## src/shared/homing_pkg.sv

```systemverilog
// Register map, field positions and codes of the homing sequencer
`default_nettype none
package homing_pkg;
   ////////////////////////////////////////////////////////////////
   // Register byte offsets
   localparam logic [7:0] CTRL_OFS = 8'h00;
   localparam logic [7:0] CFG_OFS = 8'h04;
   localparam logic [7:0] STAT_OFS = 8'h08;
   ////////////////////////////////////////////////////////////////
   // Control register fields
   localparam int START_BIT = 0;
   localparam int ABORT_BIT = 1;
   localparam int MODE_LSB = 8;
   localparam int MODE_W = 6;
   localparam logic [5:0] MODE_RST = 6'h00;
   // Config register fields
   localparam int OCOMP_BIT = 0;
   localparam logic OCOMP_RST = 1'b0;
   // Status register fields
   localparam int STAT_BUSY_BIT = 8;
   localparam int STAT_BAD_BIT = 9;
   localparam int STAT_FAULT_BIT = 10;
   localparam int STAT_SW_LSB = 12;
   ////////////////////////////////////////////////////////////////
   // Homing mode codes
   localparam logic [5:0] MODE_26 = 6'h1A;
   localparam logic [5:0] MODE_27 = 6'h1B;
   localparam logic [5:0] MODE_28 = 6'h1C;
   localparam logic [5:0] MODE_29 = 6'h1D;
   localparam logic [5:0] MODE_30 = 6'h1E;
   localparam logic [5:0] MODE_33 = 6'h21;
   localparam logic [5:0] MODE_34 = 6'h22;
   localparam logic [5:0] MODE_35 = 6'h23;
   ////////////////////////////////////////////////////////////////
   // Homing status field codes
   localparam logic [7:0] HSTAT_IDLE = 8'h00;
   localparam logic [7:0] HSTAT_DONE = 8'h01;
   localparam logic [7:0] HSTAT_DONE_MT = 8'h02;
   // Synchronised input vector positions
   localparam int IN_HOME = 0;
   localparam int IN_FLIM = 1;
   localparam int IN_RLIM = 2;
   localparam int IN_INDEX = 3;
   localparam int IN_W = 4;
endpackage
`default_nettype wire

```

## src/hw/servo_homing_sequencer.sv

```systemverilog
// Homing sequencer with AHB-Lite register slave
//
// The register addresses and the AHB-Lite slave port were chosen for this implementation.
`default_nettype none
// How it works
// - Modes 26-30: home switch is origin and slowdown
// - Mode 26: fast forward, rise slow, stop fall
// - Mode 26 forward limit: fast reverse, same ending
// - Modes 26/27 switch high: slow forward, stop fall
// - Mode 27: fast reverse, limit flips, stop fall
// - Mode 28: rise slow forward, fall slow reverse
// - Mode 28 switch high: forward, fall reverse, rise stop
// - Mode 29: rise slow reverse, fall slow forward
// - Mode 29 switch high: reverse, fall forward, rise stop
// - Mode 30: fast reverse, rise slow reverse, fall stop
// - Mode 30 switch high: slow reverse, stop fall
// - Mode 33: slow reverse, stop first index
// - Mode 34: slow forward, stop first index
// - Mode 35: origin here, status 0x00 to 0x01/0x02
// - Mode 35 then multiturn reset per compensation
module servo_homing_sequencer (
   input wire logic hclk, // Clock
   input wire logic hresetn, // Async reset
   input wire logic hsel, // Slave select
   input wire logic [31:0] haddr, // Address
   input wire logic [1:0] htrans, // Transfer type
   input wire logic hwrite, // Write
   input wire logic [2:0] hsize, // Size, word only
   input wire logic [31:0] hwdata, // Write data
   input wire logic hready, // Bus ready
   output logic [31:0] hrdata, // Read data
   output logic hreadyout, // Slave ready
   output logic hresp, // Response
   input wire logic home_switch, // Home switch level
   input wire logic fwd_limit, // Forward limit switch
   input wire logic rev_limit, // Reverse limit switch
   input wire logic index_pulse, // Encoder index
   output logic motion_run, // Motion enabled
   output logic motion_fwd, // Direction forward
   output logic motion_fast, // High speed
   output logic origin_set, // Take position as origin
   output logic multiturn_reset_operation, // Multiturn reset
   output logic [7:0] homing_status_field // Homing status
);
   typedef enum logic [2:0] {
      ST_IDLE,
      ST_FAST,
      ST_SLOW1,
      ST_SLOW2,
      ST_INDEX,
      ST_ORIGIN
   } state_t;

   ////////////////////////////////////////////////////////////////
   // Input synchroniser and edge detection
   localparam int W = homing_pkg::IN_W;
   logic [W-1:0] sync1_q;
   logic [W-1:0] sync2_q;
   logic [W-1:0] prev_q;
   wire [W-1:0] raw_in = {index_pulse, rev_limit, fwd_limit,
      home_switch};
   wire [W-1:0] rise_w = sync2_q & ~prev_q;
   wire [W-1:0] fall_w = ~sync2_q & prev_q;

   always_ff @(posedge hclk or negedge hresetn) begin
      if (!hresetn) begin
         sync1_q <= '0;
         sync2_q <= '0;
         prev_q <= '0;
      end else begin
         sync1_q <= raw_in;
         sync2_q <= sync1_q;
         prev_q <= sync2_q;
      end
   end

   wire home_lvl = sync2_q[homing_pkg::IN_HOME];
   wire home_rise = rise_w[homing_pkg::IN_HOME];
   wire home_fall = fall_w[homing_pkg::IN_HOME];
   wire index_rise = rise_w[homing_pkg::IN_INDEX];
   wire flim_lvl = sync2_q[homing_pkg::IN_FLIM];
   wire rlim_lvl = sync2_q[homing_pkg::IN_RLIM];

   ////////////////////////////////////////////////////////////////
   // AHB-Lite slave
   logic wr_pend_q;
   logic [7:0] wr_addr_q;
   logic [31:0] hrdata_q;
   logic start_q;
   logic abort_q;
   logic [5:0] mode_q;
   logic ocomp_q;
   logic bad_q;
   logic fault_q;
   logic [7:0] hstat_q;
   state_t state_q;

   wire addr_ok = hsel & htrans[1] & hready;
   wire wr_ctrl = wr_pend_q & (wr_addr_q == homing_pkg::CTRL_OFS);
   wire wr_cfg = wr_pend_q & (wr_addr_q == homing_pkg::CFG_OFS);
   wire busy = (state_q != ST_IDLE);
   wire [31:0] ctrl_rd = {18'h0,
      mode_q, 8'h0};
   wire [31:0] cfg_rd = {31'h0, ocomp_q};
   wire [31:0] stat_rd = {16'h0, sync2_q, 1'b0, fault_q, bad_q, busy,
      hstat_q};
   wire [7:0] rd_addr = haddr[7:0];
   wire [31:0] rd_mux =
      (rd_addr == homing_pkg::CTRL_OFS) ? ctrl_rd :
      (rd_addr == homing_pkg::CFG_OFS) ? cfg_rd :
      (rd_addr == homing_pkg::STAT_OFS) ? stat_rd : 32'h0;

   always_ff @(posedge hclk or negedge hresetn) begin
      if (!hresetn) begin
         wr_pend_q <= 1'b0;
         wr_addr_q <= 8'h00;
         hrdata_q <= 32'h0;
      end else begin
         wr_pend_q <= addr_ok & hwrite;
         wr_addr_q <= haddr[7:0];
         hrdata_q <= (addr_ok & ~hwrite) ? rd_mux : 32'h0;
      end
   end

   // Start and abort pulses act one cycle after the write
   always_ff @(posedge hclk or negedge hresetn) begin
      if (!hresetn) begin
         start_q <= 1'b0;
         abort_q <= 1'b0;
         mode_q <= homing_pkg::MODE_RST;
         ocomp_q <= homing_pkg::OCOMP_RST;
      end else begin
         start_q <= wr_ctrl & hwdata[homing_pkg::START_BIT];
         abort_q <= wr_ctrl & hwdata[homing_pkg::ABORT_BIT];
         if (wr_ctrl && !busy) begin
            mode_q <= hwdata[homing_pkg::MODE_LSB +: homing_pkg::MODE_W];
         end
         if (wr_cfg) begin
            ocomp_q <= hwdata[homing_pkg::OCOMP_BIT];
         end
      end
   end

   ////////////////////////////////////////////////////////////////
   // Mode decode
   wire is_sw_mode = (mode_q >= homing_pkg::MODE_26) &&
      (mode_q <= homing_pkg::MODE_30);
   wire fast_fwd = (mode_q == homing_pkg::MODE_26);
   wire slow_fwd = (mode_q <= homing_pkg::MODE_28);
   wire two_phase = (mode_q == homing_pkg::MODE_28) ||
      (mode_q == homing_pkg::MODE_29);
   wire limit_ahead = motion_fwd ? flim_lvl : rlim_lvl;

   ////////////////////////////////////////////////////////////////
   // Homing state machine
   state_t state_d;
   logic run_q;
   logic run_d;
   logic fwd_q;
   logic fwd_d;
   logic fast_q;
   logic fast_d;
   logic flip_q;
   logic flip_d;
   logic org_q;
   logic org_d;
   logic mt_q;
   logic mt_d;
   logic bad_d;
   logic fault_d;
   logic [7:0] hstat_d;

   always_comb begin
      state_d = state_q;
      run_d = run_q;
      fwd_d = fwd_q;
      fast_d = fast_q;
      flip_d = flip_q;
      org_d = 1'b0;
      mt_d = 1'b0;
      bad_d = bad_q;
      fault_d = fault_q;
      hstat_d = hstat_q;
      case (state_q)
         ST_IDLE: begin
            if (start_q) begin
               hstat_d = homing_pkg::HSTAT_IDLE;
               bad_d = 1'b0;
               fault_d = 1'b0;
               flip_d = 1'b0;
               if (is_sw_mode && home_lvl) begin
                  state_d = ST_SLOW1;
                  fwd_d = slow_fwd;
                  fast_d = 1'b0;
                  run_d = 1'b1;
               end else if (is_sw_mode) begin
                  state_d = ST_FAST;
                  fwd_d = fast_fwd;
                  fast_d = 1'b1;
                  run_d = 1'b1;
               end else if (mode_q == homing_pkg::MODE_33 ||
                            mode_q == homing_pkg::MODE_34) begin
                  state_d = ST_INDEX;
                  fwd_d = (mode_q == homing_pkg::MODE_34);
                  fast_d = 1'b0;
                  run_d = 1'b1;
               end else if (mode_q == homing_pkg::MODE_35) begin
                  state_d = ST_ORIGIN;
                  org_d = 1'b1;
               end else begin
                  bad_d = 1'b1;
               end
            end
         end
         ST_FAST: begin
            if (home_rise) begin
               state_d = ST_SLOW1;
               fwd_d = slow_fwd;
               fast_d = 1'b0;
            end else if (limit_ahead && !flip_q) begin
               fwd_d = ~fwd_q;
               flip_d = 1'b1;
            end else if (limit_ahead && flip_q) begin
               // Both limits hit without a home switch: give up
               state_d = ST_IDLE;
               run_d = 1'b0;
               fault_d = 1'b1;
            end
         end
         ST_SLOW1: begin
            if (home_fall && two_phase) begin
               state_d = ST_SLOW2;
               fwd_d = ~fwd_q;
            end else if (home_fall) begin
               state_d = ST_IDLE;
               run_d = 1'b0;
               hstat_d = homing_pkg::HSTAT_DONE;
            end
         end
         ST_SLOW2: begin
            if (home_rise) begin
               state_d = ST_IDLE;
               run_d = 1'b0;
               hstat_d = homing_pkg::HSTAT_DONE;
            end
         end
         ST_INDEX: begin
            if (index_rise) begin
               state_d = ST_IDLE;
               run_d = 1'b0;
               hstat_d = homing_pkg::HSTAT_DONE;
            end
         end
         ST_ORIGIN: begin
            state_d = ST_IDLE;
            if (ocomp_q) begin
               mt_d = 1'b1;
               hstat_d = homing_pkg::HSTAT_DONE_MT;
            end else begin
               hstat_d = homing_pkg::HSTAT_DONE;
            end
         end
         default: begin
            state_d = ST_IDLE;
            run_d = 1'b0;
         end
      endcase
      if (abort_q && state_q != ST_IDLE) begin
         state_d = ST_IDLE;
         run_d = 1'b0;
         org_d = 1'b0;
         mt_d = 1'b0;
      end
   end

   always_ff @(posedge hclk or negedge hresetn) begin
      if (!hresetn) begin
         state_q <= ST_IDLE;
         run_q <= 1'b0;
         fwd_q <= 1'b0;
         fast_q <= 1'b0;
         flip_q <= 1'b0;
         org_q <= 1'b0;
         mt_q <= 1'b0;
         bad_q <= 1'b0;
         fault_q <= 1'b0;
         hstat_q <= homing_pkg::HSTAT_IDLE;
      end else begin
         state_q <= state_d;
         run_q <= run_d;
         fwd_q <= fwd_d;
         fast_q <= fast_d;
         flip_q <= flip_d;
         org_q <= org_d;
         mt_q <= mt_d;
         bad_q <= bad_d;
         fault_q <= fault_d;
         hstat_q <= hstat_d;
      end
   end

   ////////////////////////////////////////////////////////////////
   // Outputs, all straight from flip-flops
   logic hreadyout_q;
   logic hresp_q;

   always_ff @(posedge hclk or negedge hresetn) begin
      if (!hresetn) begin
         hreadyout_q <= 1'b0;
         hresp_q <= 1'b0;
      end else begin
         hreadyout_q <= 1'b1;
         hresp_q <= 1'b0;
      end
   end

   assign hrdata = hrdata_q;
   assign hreadyout = hreadyout_q;
   assign hresp = hresp_q;
   assign motion_run = run_q;
   assign motion_fwd = fwd_q;
   assign motion_fast = fast_q;
   assign origin_set = org_q;
   assign multiturn_reset_operation = mt_q;
   assign homing_status_field = hstat_q;

endmodule // servo_homing_sequencer
`default_nettype wire

```

## config.mk

```make
export PLATFORM = sky130hd
export DESIGN_NAME = servo_homing_sequencer
export DESIGN_NICKNAME = d
export VERILOG_FILES = /design/src/shared/homing_pkg.sv /design/src/hw/servo_homing_sequencer.sv
export SDC_FILE = /design/constraint.sdc
export NUM_CORES = 1
export LEC_CHECK = 0
export ABC_CLOCK_PERIOD_IN_PS = 2500
export BUFFER_PORTS_ARGS = -buffer_cell sky130_fd_sc_hd__clkbuf_2
export CORE_ASPECT_RATIO = 0.8
export CORE_MARGIN = 2
export CORE_UTILIZATION = 35
export CTS_BUF_LIST = sky130_fd_sc_hd__clkbuf_16
export CTS_CLUSTER_DIAMETER = 100
export DETAILED_ROUTE_END_ITERATION = 8
export GPL_TIMING_DRIVEN = 0
export PLACE_DENSITY = 0.7
export SYNTH_ARGS = -nofsm -noshare
export SYNTH_HDL_FRONTEND = slang
export SYNTH_SLANG_ARGS = --single-unit
```

## constraint.sdc

```tcl
create_clock -name hclk -period 2.5 [get_ports hclk]
set_input_delay 0.125 -clock hclk [delete_from_list [all_inputs] [get_ports hclk]]
set_output_delay 0.125 -clock hclk [all_outputs]
set_load 0.005 [all_outputs]
```

==> results.tsv <==
stage	metric	value	unit
status	outcome	finished, final reports clean	
floorplanning	Initial Utilization	36.8	%
synth	number of synthesized flops with an enable pin	0	
sta	final cycle utilization of the critical path	78.1	%
detailed_routing	DRT Pass-1 Iters	4	
clock_tree	Inserted Clock Buffers	5	
floorplanning	Row Count	27	
detailed_routing	DRC viols	0	
floorplanning	die area	8090	µm²
power_and_ir_drop	sequential power share	51.9	%
synth	sequential-to-total area share from yosys stat	50.4	%
worst_hold_path	hold_sp	hwrite	
clock_tree	CTS tree	yes	
setup_path	critical path's top delay family	simple AND/OR/NAND/NOR gates	
floorplanning	io pins	125	
finish	Antenna Cells	0	
placement	Post-DP Area	3010	µm²
setup_path	cells along the critical path	and3b_1, or4_4, nand2_2, a21o_1, mux2_1	
finish	commonest non-fill, non-tap cells in the layout	52 x dfrtp_1, 42 x clkbuf_2, 31 x buf_4	
finish	fin area	3310	µm²
detailed_routing	DR iter-0 viols	103	
setup_path	Crit path largest cell delay	0.53	ns
detailed_routing	via density per instance	4.72	
sta	Slew Viols, Final	0	
detailed_routing	DR vias	1958	
clock_tree	H-tree depth	2	
finish	commonest non-fill, non-tap cell in the layout	dfrtp_1	
detailed_routing	Detail Route Antenna Nets	0	
detailed_routing	Routed wire per std cell	13.9	µm
setup_path	reg2reg setup slack	0.55	ns
sta	Sum Neg Setup Slack	0	ns
setup_path	WP buf/inv	0	
sta	FMAX	0.512	GHz
synth	mean area per synthesized cell	11.0	µm²
floorplanning	Die X	100	µm
power_and_ir_drop	power per cell area	507	nW/µm²
grt	largest net degree at the start of global routing	53	
finish	area occupied by multi-input gates	1090	µm²
clock_tree	hold_buf cts	12	
grt	global-route wire length before repair	9000	µm
setup_path	Worst Path Required	2.67	ns
power_and_ir_drop	clock share of power	40.6	%
clock_tree	clock latency on the worst-skew pair	0.29	ns
detailed_routing	total wire length	5790	µm
placement	Port Buffers	43	
worst_hold_path	worst min path class	in2reg	
run	Max Cap Violations	0	
clock_tree	setup bufs post-CTS	0	
setup_path	critical path arrival	2.12	ns
synth	post-synth top area share	50.4	%
clock_tree	CTS root buf	clkbuf_16	
placement	placer congestion estimate	0.865	
finish	FILL cells	687	
clock_tree	Longest Clk Path Bufs	2	
placement	HPWL after DPL	4090	µm
setup_path	reg2reg end	homing_status_field[0]	
power_and_ir_drop	Pleak	1.65	nW
finish	synthesis-to-layout area growth	28.1	%
setup_path	Critical-path top delay cell	or4_4	
power_and_ir_drop	sw frac	22.3	%
sta	min cycle time layout	1.95	ns
grt	initial antenna violation count	0	
synth	top_reg_cell synth	dfrtp_1	
synth	Synth Cell Area	2580	µm²
synth	yosys warns	0	
clock_tree	Sink Count	52	
sta	Fin Clk Skew	0.00863	ns
setup_path	Crit Path Max Fanout	10	
finish	final net count	405	
grt	vias in the first global route	1769	
synth	Distinct cells, synth	59	
finish	Register Area	1300	µm²
power_and_ir_drop	Internal	1.30	mW
worst_hold_path	WHS Endpoint	wr_pend_q	
sta	Final setup viols	0	
synth	Post-Syn Instances	235	
clock_tree	CTS-repair resized insts	0	
worst_hold_path	Worst Hold Path Cells	3	
setup_path	Reg2Reg Depth	5	
setup_path	Worst R2R Start	sync2_q[0]	
power_and_ir_drop	Peak VDD IR	0.304	mV
setup_path	Worst Setup End Kind	flip-flop	
sta	Fin. Hold Viols	0	
synth	top post-synthesis cells by area	dfrtp_1 50%, buf_4 9.0%, mux2_4 3.5%	
grt	Tot GR Track Use	14.6	%
power_and_ir_drop	Logic pwr share	7.4	%
setup_path	crit path kind	reg2reg	
synth	post-synth top area cell	dfrtp_1	
grt	gr ovfl total	0	
floorplanning	core area	7030	µm²
floorplanning	die height	80.8	µm
clock_tree	clock-pin slew on the worst setup and hold paths	0.07	ns
setup_path	Startpoint Class	flip-flop	
synth	ys async rst share	100	%
power_and_ir_drop	net switching power	374	µW
finish	ratio of cells with drive above 1 in the final layout	32.0	%
sta	Max-slew headroom	64.2	%
synth	#FFs+latches synth	52	
sta	worst slew pin tran	0.537	ns
sta	RSZ-0062 raised after global routing	no	
-- routing by layer --
metal  wire length [µm]  track usage (%)
met5                  0                0
met3                396             3.27
met4                 80             5.34
met1               2850             21.1
met2               2460             21.6
-- kinds of logic (layout without fill, tap and decap cells) --
kind of cell	count (synthesis)	count (layout)	share of synthesized area [%]
buffers and inverters	44	109	11.6
AOI/OAI and AO/OA	39	39	10.6
other	2	30	0.291
xor gates and xnor gates	1	1	0.339
and+or+nand+nor	81	81	19.3
muxes	16	16	7.51
DFF	52	52	50.4
-- state kept, by name (all words and copies together) (netlist names), 2 cells and up --
signal               count
hrdata                  10
wr_addr_q                8
mode_q                   6
sync1_q                  4
sync2_q                  4
state_q                  3
homing_status_field      2
prev_q                   2
-- area by class of cell --
type,count,area share (%)
clock inverters,3,0.643
flip-flops and latches,52,39.3
clock buffers,5,3.78
well taps,87,3.29
plain buffers,39,8.47
inverters,5,0.567
repair buffers,57,11.0
multi-input cells,167,32.9
-- how the worst max path moves through the flow --
stage	start	to	cells after the start
4_1_cts	wr_addr_q[4]	mode_q[1]	4
2_1_floorplan	state_q[0]	homing_status_field[0]	6
3_5_place_dp	wr_addr_q[4]	mode_q[1]	4
3_3_place_gp	sync2_q[0]	homing_status_field[0]	5
6_report	sync2_q[0]	homing_status_field[0]	5
5_1_grt	wr_addr_q[4]	mode_q[3]	4
-- cells in the mapped netlist (3+ instances only) --
cell and count:
nand2_1 10, o21ai_0 6, o21a_1 3, clkbuf_1 4, inv_1 5, nor3_1 4
a21oi_1 8, nor3b_1 7, nor2b_1 4, nand3b_1 3, nor2_1 17, mux2_4 6
nand3_1 6, nand2b_1 4, buf_4 31, and3_1 4, dfrtp_1 52, mux2i_1 7
-- worst min-delay path: cells and delay by family --
family,cells,cell delay (ns)
and+or+nand+nor,1,0.03
buffers and inverters,2,0.13
-- power by group through the flow --
stage / logic (mW) / registers, mW / clock network [mW]
detailed placement: 0.105 / 0.887 / 0
finish: 0.125 / 0.871 / 0.681
floorplan: 0.0609 / 0.883 / 0
global placement: 0.103 / 0.886 / 0
global route: 0.140 / 0.872 / 0.740
CTS: 0.120 / 0.870 / 0.704
-- through the flow --
| stage | instances | hold slack (ns) | setup WS [ns] | util, % | power (mW) |
|---|---|---|---|---|---|
| global route | 415 | 0.0315 | 0.373 | 47.1 | 1.75 |
| finish | 415 | 0.0319 | 0.547 | 47.1 | 1.68 |
| detailed placement | 393 | 0.235 | 0.549 | 42.9 | 0.991 |
| CTS | 413 | 0.0255 | 0.542 | 46.7 | 1.69 |
| global placement | 393 | 0.234 | 0.588 | 42.9 | 0.989 |
| floorplan | 263 | -0.171 | 0.738 | - | 0.943 |
(Power assumes the default switching activity.)
